### src/rtl/spi_pkg.sv
// Purpose: Shared constants for the serial peripheral block.
// Assumes: One clock, ref_clk at 100 MHz; control bits are plain ports.
// Notes:   Frame length field holds length minus one.
// How it works
// - Frames of 1 to 16 bits move in hardware; longer ones by software.
// - A mode input selects master or slave operation.
// - Transmit proceeds even when received data is never read.
// - Control bits travel with each transmit word per frame.
// - One slave-select line, input or output, with selectable polarity.
// - Master drives serial clock; it toggles only during a transfer.
// - Serial clock idle level is programmable.
// - In master mode clock, master-out and select are driven even disabled.
// - Master drives master-out; slave samples it.
// - Master samples slave-out; slave drives it.
// - Slave-out driven only when enabled, slave mode, and selected.
// - Master asserts select before first bit, releases it after the last.
// - Select is active low after reset, optionally active high.
// - Slave is addressed while select is active; master must assert it.
// - Slave raises its wake request from select activity even without a clock.
// - An event wakes the part only if its enable bit is set.
// - With the clock running, wake-up works in master or slave mode.
// - Wake events: select change, receive data ready, receive overrun.
// - Clearing enable resets the state machine and counters.
// - Slave mode: clock, master-out, select inputs; slave-out output.
package spi_pkg;
    localparam int          DATA_W       = 16;
    localparam int          LEN_W        = 4;
    localparam int          DIV_W        = 8;
    localparam logic [7:0]  HALF_DIV_RST = 8'h04;
    localparam int          IEN_W        = 3;
    localparam int          IEN_SSEL     = 0;
    localparam int          IEN_RXRDY    = 1;
    localparam int          IEN_OVR      = 2;
    localparam logic        SSEL_POL_RST = 1'b0;
endpackage

### src/rtl/spi_master_slave.sv
// Purpose: Serial peripheral port acting as master or slave.
// Assumes: ref_clk at 100 MHz; pins asynchronous; mode 0 style phase with
//          programmable clock idle level.
// Notes:   The asynchronous deep-sleep wake path is a combinational select
//          level request kept outside flip-flops by design.
`timescale 1ns/1ps
module spi_master_slave
    import spi_pkg::*;
#(
    parameter int W = DATA_W
) (
    input  wire logic              ref_clk,
    input  wire logic              rst,
    input  wire logic              enable,
    input  wire logic              masterMode,
    input  wire logic              clkIdleHigh,
    input  wire logic              selActiveHigh,
    input  wire logic [DIV_W-1:0]  halfDiv,
    input  wire logic [IEN_W-1:0]  intEnableSet,
    input  wire logic [IEN_W-1:0]  intEnableClr,
    input  wire logic              txValid,
    input  wire logic [W-1:0]      txData,
    input  wire logic [LEN_W-1:0]  txLenM1,
    input  wire logic              txEndOfTransfer,
    input  wire logic              txIgnoreRx,
    output logic                   txReady,
    input  wire logic              rxRead,
    output logic                   rxValid,
    output logic [W-1:0]           rxData,
    output logic                   rxOverrun,
    input  wire logic              overrunClr,
    input  wire logic              selChangeClr,
    output logic                   selChanged,
    output logic                   busy,
    output logic                   irq,
    output logic                   wakeReq,
    input  wire logic              sckIn,
    output logic                   sckOut,
    output logic                   sckOe,
    input  wire logic              mosiIn,
    output logic                   mosiOut,
    output logic                   mosiOe,
    input  wire logic              misoIn,
    output logic                   misoOut,
    output logic                   misoOe,
    input  wire logic              selIn,
    output logic                   selOut,
    output logic                   selOe
);
    typedef enum logic [1:0] {M_IDLE, M_LOW, M_HIGH, M_DONE} mstate_e;

    mstate_e           st_q;
    mstate_e           st_d;
    logic [DIV_W-1:0]  divCnt_q;
    logic [LEN_W-1:0]  bitCnt_q;
    logic [LEN_W-1:0]  lenM1_q;
    logic              eot_q;
    logic              ignRx_q;
    logic              selAsserted_q;
    logic              sckLvl_q;
    logic [IEN_W-1:0]  ien_q;
    logic              rxValid_q;
    logic              ovr_q;
    logic              selChg_q;
    logic [W-1:0]      rxData_q;
    logic              txReady_q;
    logic              irq_q;
    logic              sckOut_q;
    logic              sckOe_q;
    logic              mosiOut_q;
    logic              mosiOe_q;
    logic              misoOut_q;
    logic              misoOe_q;
    logic              selOut_q;
    logic              selOe_q;
    logic              sckS;
    logic              selS;
    logic              mosiS;
    logic              misoS;
    logic              sckPrev_q;
    logic              selPrev_q;

    // Pin inputs pass two flip-flops before any logic reads them, except selIn for the wake request.
    spi_sync2 uSyncSck (.clk(ref_clk), .rst(rst), .d(sckIn), .q(sckS));
    spi_sync2 uSyncSel (.clk(ref_clk), .rst(rst), .d(selIn), .q(selS));
    spi_sync2 uSyncMosi (.clk(ref_clk), .rst(rst), .d(mosiIn), .q(mosiS));
    spi_sync2 uSyncMiso (.clk(ref_clk), .rst(rst), .d(misoIn), .q(misoS));

    // Decoding of link events.
    wire tick      = (divCnt_q == '0);
    wire isMaster  = masterMode;
    wire slvActive = enable && !masterMode;
    wire selLvlAct = selActiveHigh ? selS : !selS;
    wire slvSel    = slvActive && selLvlAct;
    wire sckNorm   = clkIdleHigh ? !sckS : sckS;
    wire sckPrevN  = clkIdleHigh ? !sckPrev_q : sckPrev_q;
    wire slvLead   = slvSel && sckNorm && !sckPrevN;
    wire slvTrail  = slvSel && !sckNorm && sckPrevN;
    wire selEdge   = slvActive && (selS != selPrev_q);
    wire mStart    = isMaster && enable && txValid && (st_q == M_IDLE);
    wire mLead     = (st_q == M_LOW) && tick;
    wire mTrail    = (st_q == M_HIGH) && tick;
    wire mLastBit  = (bitCnt_q == lenM1_q);
    wire mFrameEnd = mTrail && mLastBit;
    wire sLastBit  = (bitCnt_q == lenM1_q);
    wire sFrameEnd = slvLead && sLastBit;
    wire sLoad     = slvSel && txValid && txReady_q && (bitCnt_q == '0)
                     && !slvLead;
    wire anyLoad   = mStart || sLoad;
    wire sampleEn  = mLead || slvLead;
    wire shiftEn   = (mTrail && !mLastBit) || slvTrail;
    wire sampleBit = isMaster ? misoS : mosiS;
    wire frameEnd  = mFrameEnd || sFrameEnd;
    wire rxStore   = frameEnd && !ignRx_q;
    wire ovrEv     = rxStore && rxValid_q && !rxRead;
    wire txBit;
    wire [W-1:0] rxWord;
    wire [W-1:0] rxFull = mFrameEnd ? rxWord : {rxWord[W-2:0], sampleBit};
    wire selDrvAct = selActiveHigh;
    wire evSet     = (selChg_q && ien_q[IEN_SSEL])
                     || (rxValid_q && ien_q[IEN_RXRDY])
                     || (ovr_q && ien_q[IEN_OVR]);

    spi_shifter #(.W(W)) uShift (
        .clk       (ref_clk),
        .rst       (rst),
        .load      (anyLoad),
        .loadData  (txData),
        .lenM1     (lenM1_q),
        .sampleEn  (sampleEn),
        .sampleBit (sampleBit),
        .shiftEn   (shiftEn),
        .outBit    (txBit),
        .rxWord    (rxWord)
    );

    always_comb begin
        st_d = st_q;
        case (st_q)
            M_IDLE: begin
                if (mStart) begin
                    st_d = M_LOW;
                end
            end
            M_LOW: begin
                if (tick) begin
                    st_d = M_HIGH;
                end
            end
            M_HIGH: begin
                if (mFrameEnd) begin
                    st_d = M_DONE;
                end else if (tick) begin
                    st_d = M_LOW;
                end
            end
            M_DONE: begin
                if (tick) begin
                    st_d = M_IDLE;
                end
            end
            default: begin
                st_d = M_IDLE;
            end
        endcase
    end

    // Master sequencer; a cleared enable or slave mode forces it idle.
    always_ff @(posedge ref_clk or posedge rst) begin
        if (rst) begin
            st_q <= M_IDLE;
        end else if (!enable || !isMaster) begin
            st_q <= M_IDLE;
        end else begin
            st_q <= st_d;
        end
    end

    always_ff @(posedge ref_clk or posedge rst) begin
        if (rst) begin
            divCnt_q <= HALF_DIV_RST;
        end else if (st_q == M_IDLE || tick) begin
            divCnt_q <= halfDiv;
        end else begin
            divCnt_q <= divCnt_q - 1'b1;
        end
    end

    // Bit counter is shared; frames are 1 to 16 bits long.
    always_ff @(posedge ref_clk or posedge rst) begin
        if (rst) begin
            bitCnt_q <= '0;
        end else if (!enable || (slvActive && !slvSel)) begin
            bitCnt_q <= '0;
        end else if (mStart || frameEnd) begin
            bitCnt_q <= '0;
        end else if (mTrail || slvLead) begin
            bitCnt_q <= bitCnt_q + 1'b1;
        end
    end

    // Per-frame control captured with the transmit word.
    always_ff @(posedge ref_clk or posedge rst) begin
        if (rst) begin
            lenM1_q <= '1;
            eot_q   <= 1'b1;
            ignRx_q <= 1'b0;
        end else if (anyLoad) begin
            lenM1_q <= txLenM1;
            eot_q   <= txEndOfTransfer;
            ignRx_q <= txIgnoreRx;
        end
    end

    // Select stays asserted between frames until end of transfer.
    always_ff @(posedge ref_clk or posedge rst) begin
        if (rst) begin
            selAsserted_q <= 1'b0;
        end else if (!enable || !isMaster) begin
            selAsserted_q <= 1'b0;
        end else if (mStart) begin
            selAsserted_q <= 1'b1;
        end else if (st_q == M_DONE && tick && eot_q) begin
            selAsserted_q <= 1'b0;
        end
    end

    always_ff @(posedge ref_clk or posedge rst) begin
        if (rst) begin
            sckLvl_q <= 1'b0;
        end else if (mLead) begin
            sckLvl_q <= 1'b1;
        end else if (mTrail || st_q == M_IDLE) begin
            sckLvl_q <= 1'b0;
        end
    end

    always_ff @(posedge ref_clk or posedge rst) begin
        if (rst) begin
            sckPrev_q <= 1'b0;
            selPrev_q <= 1'b1;
        end else begin
            sckPrev_q <= sckS;
            selPrev_q <= selS;
        end
    end

    // Transmit holding is free when enabled with the master idle, or with the slave selected at bit count zero.
    always_ff @(posedge ref_clk or posedge rst) begin
        if (rst) begin
            txReady_q <= 1'b0;
        end else if (!enable) begin
            txReady_q <= 1'b0;
        end else if (anyLoad) begin
            txReady_q <= 1'b0;
        end else begin
            txReady_q <= isMaster ? (st_q == M_IDLE) : slvSel && bitCnt_q == '0;
        end
    end

    // Status flags: a hardware set wins over a same-cycle clear.
    always_ff @(posedge ref_clk or posedge rst) begin
        if (rst) begin
            rxValid_q <= 1'b0;
            rxData_q  <= '0;
            ovr_q     <= 1'b0;
            selChg_q  <= 1'b0;
        end else if (!enable) begin
            rxValid_q <= 1'b0;
            ovr_q     <= 1'b0;
            selChg_q  <= 1'b0;
        end else begin
            if (rxStore) begin
                rxValid_q <= 1'b1;
                rxData_q  <= rxFull;
            end else if (rxRead) begin
                rxValid_q <= 1'b0;
            end
            if (ovrEv) begin
                ovr_q <= 1'b1;
            end else if (overrunClr) begin
                ovr_q <= 1'b0;
            end
            if (selEdge) begin
                selChg_q <= 1'b1;
            end else if (selChangeClr) begin
                selChg_q <= 1'b0;
            end
        end
    end

    always_ff @(posedge ref_clk or posedge rst) begin
        if (rst) begin
            ien_q <= '0;
        end else begin
            ien_q <= (ien_q | intEnableSet) & ~intEnableClr;
        end
    end

    always_ff @(posedge ref_clk or posedge rst) begin
        if (rst) begin
            irq_q <= 1'b0;
        end else begin
            irq_q <= evSet;
        end
    end

    // Pin drivers; master-mode pins are driven regardless of enable.
    always_ff @(posedge ref_clk or posedge rst) begin
        if (rst) begin
            sckOut_q  <= 1'b0;
            sckOe_q   <= 1'b0;
            mosiOut_q <= 1'b0;
            mosiOe_q  <= 1'b0;
            selOut_q  <= 1'b1;
            selOe_q   <= 1'b0;
            misoOut_q <= 1'b0;
            misoOe_q  <= 1'b0;
        end else begin
            sckOe_q   <= masterMode;
            mosiOe_q  <= masterMode;
            selOe_q   <= masterMode;
            sckOut_q  <= sckLvl_q ^ clkIdleHigh;
            mosiOut_q <= selAsserted_q && txBit;
            selOut_q  <= selAsserted_q ? selDrvAct : !selDrvAct;
            misoOe_q  <= slvSel;
            misoOut_q <= txBit;
        end
    end

    assign txReady   = txReady_q;
    assign rxValid   = rxValid_q;
    assign rxData    = rxData_q;
    assign rxOverrun = ovr_q;
    assign selChanged = selChg_q;
    assign busy      = (st_q != M_IDLE) || (bitCnt_q != '0);
    assign irq       = irq_q;
    assign sckOut    = sckOut_q;
    assign sckOe     = sckOe_q;
    assign mosiOut   = mosiOut_q;
    assign mosiOe    = mosiOe_q;
    assign misoOut   = misoOut_q;
    assign misoOe    = misoOe_q;
    assign selOut    = selOut_q;
    assign selOe     = selOe_q;

    // Clockless wake request: select asserted with slave mode and its
    // enable set; a limitation is that only select activity is seen.
    assign wakeReq = slvActive && ien_q[IEN_SSEL]
                     && (selActiveHigh ? selIn : !selIn);
endmodule

### src/rtl/spi_sync2.sv
// Purpose: Two flip-flop synchroniser for a single level.
// Assumes: Input is asynchronous to clk.
// Notes:   The first stage feeds only the second.
`timescale 1ns/1ps
module spi_sync2 (
    input  wire logic clk,
    input  wire logic rst,
    input  wire logic d,
    output logic      q
);
    logic meta;

    always_ff @(posedge clk or posedge rst) begin
        if (rst) begin
            meta <= 1'b0;
            q    <= 1'b0;
        end else begin
            meta <= d;
            q    <= meta;
        end
    end
endmodule

### src/rtl/spi_shifter.sv
// Purpose: Frame shift register shared by master and slave modes.
// Assumes: Shift and sample strobes are one-cycle pulses from the caller.
// Notes:   Data is MSB first within the active frame length.
`timescale 1ns/1ps
module spi_shifter
    import spi_pkg::*;
#(
    parameter int W = DATA_W
) (
    input  wire logic                 clk,
    input  wire logic                 rst,
    input  wire logic                 load,
    input  wire logic [W-1:0]         loadData,
    input  wire logic [LEN_W-1:0]     lenM1,
    input  wire logic                 sampleEn,
    input  wire logic                 sampleBit,
    input  wire logic                 shiftEn,
    output logic                      outBit,
    output logic [W-1:0]              rxWord
);
    logic [W-1:0] tx_q;
    logic [W-1:0] tx_d;
    logic [W-1:0] rx_q;

    // The transmit bit for an n-bit frame sits at position n-1.
    assign outBit = tx_q[lenM1];
    assign tx_d   = {tx_q[W-2:0], 1'b0};
    assign rxWord = rx_q;

    always_ff @(posedge clk or posedge rst) begin
        if (rst) begin
            tx_q <= '0;
        end else if (load) begin
            tx_q <= loadData;
        end else if (shiftEn) begin
            tx_q <= tx_d;
        end
    end

    always_ff @(posedge clk or posedge rst) begin
        if (rst) begin
            rx_q <= '0;
        end else if (load) begin
            rx_q <= '0;
        end else if (sampleEn) begin
            rx_q <= {rx_q[W-2:0], sampleBit};
        end
    end
endmodule

### config.mk
export PLATFORM = sky130hd
export DESIGN_NAME = spi_master_slave
export DESIGN_NICKNAME = d
export VERILOG_FILES = /design/src/rtl/spi_pkg.sv /design/src/rtl/spi_master_slave.sv /design/src/rtl/spi_sync2.sv /design/src/rtl/spi_shifter.sv
export SDC_FILE = /design/constraint.sdc
export NUM_CORES = 1
export LEC_CHECK = 0
export BUFFER_PORTS_ARGS = -buffer_cell sky130_fd_sc_hd__buf_2
export CORE_MARGIN = 10
export CORE_UTILIZATION = 50
export CTS_CLUSTER_DIAMETER = 150
export DETAILED_ROUTE_END_ITERATION = 16
export PLACE_DENSITY = 0.76
export SLEW_MARGIN = 40
export SYNTH_ARGS = -nofsm -noshare
export SYNTH_HDL_FRONTEND = slang
export SYNTH_SLANG_ARGS = --single-unit
### constraint.sdc
create_clock -name ref_clk -period 3 [get_ports ref_clk]
set_input_delay 0.6 -clock ref_clk [delete_from_list [all_inputs] [get_ports ref_clk]]
set_output_delay 0.6 -clock ref_clk [all_outputs]
set_load 0.1 [all_outputs]
# Word level (Yosys, flattened, before mapping)
# Cells that the tools add are included.
# totals
wordCells	164
out_inout_bits	31
register_bits	94
in_bits	50
# op_classes
magnitude_cmp	1
addsub	2
eq_ne	12
bitwise	4
n_reduce_logical	71
mux	41
# op_table
op	count
2-to-1 mux 16 bit	5
logical AND 1 bit	32
2-to-1 mux 1 bit	24
zero test 1 bit	14
logical OR 1 bit	13
2-to-1 mux 2 bit	6
2-to-1 mux 4 bit	3
!= test 3 x 1 -> 1 bit (second input constant)	3
zero test 8 bit	1
2-to-1 mux 8 bit	1
case mux 2 bit (4 select lines)	1
nonzero test 2 bit	4
subtractor 8 x 1 -> 8 bit (second input constant)	1
!= test 3 bit (second input constant)	2
nonzero test 3 bit	2
< comparator 4 x 5 -> 1 bit (second input constant)	1
adder 4 x 1 -> 4 bit (second input constant)	1
binary-select mux 1 bit (select 4 bit)	1
== test 2 bit (second input constant)	2
== test 4 bit	1
zero test 4 bit	1
!= test 4 x 3 -> 1 bit (second input constant)	1
AND reduction 4 bit	1
nonzero test 4 bit	1
9 further kinds	9

# Logic depth before layout (Yosys ltp)
# depth
word_depth	12
ltp_mapped	9
depth_no_buf	7

# Hierarchy
# Synthesis repeated with hierarchy kept, for this count alone.
# hier_totals
cells_unflattened	385
hier_area_um2	4349.2
# modules_own_cells
mod	seq_area_each_um2	cells_per_inst	area_per_inst_um2	n_inst
spi_master_slave	1361.3	244	2632.5	1
spi_shifter	800.8	129	1501.4	1
spi_sync2	50.0	3	53.8	4

# Worst setup path before layout
# Ideal clock, no wire load.
# synth_path
kind	input to output
startpoint	input masterMode
endpoint	output wakeReq
slack_ps	627
arrival_ps	1773
t_required_ps	2400
cell_stages	3
cell_sequence	buf_2 > and2b_1 > and3_1
# synth_between
elab_chain_cells	4
# synth_rtl
item	line	source
start, declared	spi_master_slave.sv:15	input wire logic masterMode,
zero test 1 bit	spi_master_slave.sv:92	wire slvActive = enable && !masterMode;
logical AND 1 bit	spi_master_slave.sv:92	
logical AND 1 bit	spi_master_slave.sv:349	assign wakeReq = slvActive && ien_q[IEN_SSEL]
logical AND 1 bit	spi_master_slave.sv:350	&& (selActiveHigh ? selIn : !selIn);
end, declared	spi_master_slave.sv:36	output logic wakeReq,
# No other way between the ends.

# Worst setup path in the final report
# layout_path
startpoint	register bitCnt_q[0]
endpoint	register uShift.tx_q[2]
# layout_between
elab_chain_cells	5
# layout_rtl
item	line	source
start, declared	spi_master_slave.sv:55	logic [LEN_W-1:0] bitCnt_q;
start signal, assigned	spi_master_slave.sv:198	bitCnt_q <= bitCnt_q + 1'b1;
== test 4 bit / zero test 4 bit (equally long branches)	spi_master_slave.sv:103, spi_master_slave.sv:107	
zero test 1 bit / logical AND 1 bit (equally long branches)	spi_master_slave.sv:111, spi_master_slave.sv:107	
logical AND 1 bit (on tied branches)	spi_master_slave.sv:111, spi_master_slave.sv:108	
logical OR 1 bit (on tied branches)	spi_master_slave.sv:111, spi_master_slave.sv:109	
nonzero test 2 bit (no line) / 2-to-1 mux 16 bit (equally long branches)	n/a	
end signal, assigned	spi_shifter.sv:34	tx_q <= loadData;
end signal, assigned	spi_shifter.sv:36	tx_q <= tx_d;
end, declared	spi_shifter.sv:21	logic [W-1:0] tx_q;
# Several ways; a longest one is shown, not always the timed one.
# A chain may end at the register's enable or synchronous reset.

==> flow_metrics.py <==
metrics = {
    "sta": {
        "max_freq_ghz": 0.380,
        "fin_skew_ns": 0.00938,
        "setup_tns_ns": 0,
        "slew_violations": 0,
        "post-route-period-util_pct": 87.7,
        "max_slew_margin_pct": 61.1,
        "rsz0062_at_grt": "false",
        "setup_viol": 0,
        "min_period_ns": 2.63,
        "hold_viol": 0,
        "tightest_slew_ns": 0.582,
    },
    "grt": {
        "grt_pass1_wl_um": 15400,
        "grt_max_degree": 70,
        "grt_pass1_vias": 3189,
        "grt_usage_pct": 14.5,
        "overflow": 0,
        "antenna_found_initial": 0,
    },
    "critical_path": {
        "critical_path_cell_count": 8,
        "cp_top_family": "multiplexers",
        "arrival_ns": 2.86,
        "cp_data_required_time_ns": 3.23,
        "crit_path_end": "uShift.tx_q[2]",
        "rrSetupSlack_ns": 0.37,
        "worst_setup_path_end_kind": "flop",
        "path_cells": "inv_1, ha_1, nor3b_1, nand3_1, o31ai_4, buf_4, mux2_2, mux2_4",
        "r2r_end": "uShift.tx_q[2]",
        "r2r_cells": 8,
        "rr_startpoint": "bitCnt_q[0]",
        "path_buf_inv": 2,
        "cp_slowest_cell": "dfrtp_1",
        "cpPeakStageDelay_ns": 0.44,
        "crit_start": "bitCnt_q[0]",
        "critPathMaxFanout": 21,
        "crit_path_start_kind": "flop",
        "path_class": "flop to flop",
    },
    "drt": {
        "first_iter_violations": 160,
        "viasPerCell": 5.41,
        "drt_wl_total_um": 9340,
        "post_drt_wl_per_cell_um": 16.7,
        "drtAntennaViolNets": 0,
        "vias": 3025,
        "drc_errors": 0,
        "first_pass_iters": 4,
    },
    "flow_run": {
        "drv_cap": 0,
    },
    "pwr": {
        "comb_power_share_pct": 30.5,
        "leakage_uw": 0.00234,
        "finalPower_uw": 3510,
        "intPower_uw": 2240,
        "power.switching_uw": 1270,
        "vdd_ir_drop_max_mv": 0.500,
        "p_clk_share_pct": 22.3,
        "p_sw_share_pct": 36.1,
        "p_seq_share_pct": 47.2,
        "power_density_nw_per_um2": 683,
    },
    "cells_and_area": {
        "layout_common_cells": "dfrtp_1, buf_2, nor2_1, mux2i_1, mux2_2",
        "final_common_cell": "dfrtp_1",
        "areaGrowthSynthToFinish_pct": 14.6,
        "drive_above_1_share_pct": 36.8,
        "final_nets": 500,
        "diodes": 0,
    },
    "logic_synthesis": {
        "ys_types": 54,
        "synth_ff_type": "dfrtp_1",
        "ys_warn_count": 0,
        "seq_area_frac_synth_pct": 52.7,
        "syn_nets": 422,
        "synth_edf_count": 0,
        "synth_area_um2": 4480,
        "synth-async-reset-ratio_pct": 100,
        "ys_seq_elements": 94,
        "syn_inst": 368,
        "syn_avg_cell_area_um2": 12.2,
    },
    "clock_network": {
        "cts_tree": "built",
        "root_buffer": "clkbuf_8",
        "cts_resized": 0,
        "cts_buffer_depth": 2,
        "htreeDepth": 3,
        "cts_hold_buf": 0,
        "clkSinkCount": 94,
        "cts_setup_buffers": 0,
        "cts.clk_slew.worst_paths_ns": 0.09,
        "clk_latency_ns": 0.35,
        "cts_buffers": 9,
    },
    "placed_design": {
        "dp_hpwl_um": 6820,
        "io_buffer_count": 80,
        "place_congestion": 0.808,
    },
    "floorplanning": {
        "num_io_pins": 81,
        "die_area_um2": 13200,
        "die_h_um": 115,
        "start_util_pct": 51.4,
        "core_um2": 8720,
        "die_x_um": 115,
        "rows": 34,
    },
    "worst_hold_path": {
        "min_path_type": "input pin to asynchronous set/reset pin",
    },
    "status": {
        "status": "completed",
    },
}
## final cells by class
cell class / instances / area, um^2
multi-input combinational: 245 / 1950
inverter: 10 / 41.3
timing repair buffer: 86 / 458
clock inverter: 4 / 30.0
tap: 108 / 135
sequential: 94 / 2360
clock buffer: 12 / 155
fill: 722 / 3580
## cells in the mapped netlist, types with 5 or more instances
cell type  instances  share of area, %
dfrtp_1           86                48
buf_4             10               1.7
nor2_1            44               3.7
mux2_4             9               3.0
a21oi_1           24               2.7
mux2i_1           32               7.1
xnor2_1            9               1.8
nand2_1           19               1.6
dfstp_2            8               4.7
o21ai_0           16               1.8
inv_1             10              0.84
mux2_2            27               6.8
mux4_2             5               2.5
## metal layers
metal / up-vias / GRT usage (%) / share of wire, %
li1: 1438 / - / -
met1: 1498 / 18.0 / 44
met2: 81 / 23.5 / 48
met3: 8 / 4.93 / 7.0
met4: 0 / 3.88 / 0.84
met5: - / 0 / 0
## worst min path at each step
stage                    from     endpoint  slack, ns  depth (start not counted)
4_1_cts                   rst     ien_q[2]       0.31                          2
3_3_place_gp    uSyncSck.meta   uSyncSck.q       0.33                          0
6_report                  rst    rxOverrun       0.30                          2
2_1_floorplan  uSyncMiso.meta  uSyncMiso.q       0.33                          0
5_1_grt                   rst          irq       0.32                          2
3_5_place_dp    uSyncSck.meta   uSyncSck.q       0.34                          0
## state kept, by name, indices dropped and copies added (netlist names), 2 cells and up
signal and flops:
bitCnt_q 4, rxData 16, lenM1_q 4, uShift.tx_q 16
st_q 2, uShift.rxWord 16, divCnt_q 8, ien_q 3
## cell families (layout without fill, tap and decap cells)
kind of cell / count (synthesis) / in the layout / share of synthesized area, %
multiplexers: 73 / 73 / 19.5
AND/OR/NAND/NOR: 102 / 102 / 12.4
XOR/XNOR: 15 / 15 / 3.27
flip-flops: 94 / 94 / 52.7
buffers and inverters: 29 / 112 / 3.99
AO/OA/AOI/OAI: 51 / 51 / 7.03
adder cells (fa/ha/maj): 4 / 4 / 1.12
## through the flow
step | std cells | util, % | instance area, um^2 | worst slack, ns | hold slack (ns)
finish | 559 | 58.9 | 5140 | 0.370 | 0.301
global route | 559 | 58.9 | 5140 | 0.233 | 0.321
CTS | 559 | 58.9 | 5130 | 0.388 | 0.305
detailed placement | 543 | 56.7 | 4950 | 0.397 | 0.340
global placement | 543 | 56.7 | 4950 | 0.456 | 0.334
floorplan | 368 | - | 4490 | 0.627 | 0.331
## power groups by stage
stage / Combinational (uW) / Clock [uW] / Sequential (uW)
3_3_place_gp: 1040 / 0 / 1660
6_report: 1070 / 781 / 1660
5_1_grt: 1130 / 852 / 1690
4_1_cts: 1080 / 801 / 1660
2_1_floorplan: 530 / 0 / 2000
3_5_place_dp: 1080 / 0 / 1680
(Power assumes the default switching activity.)
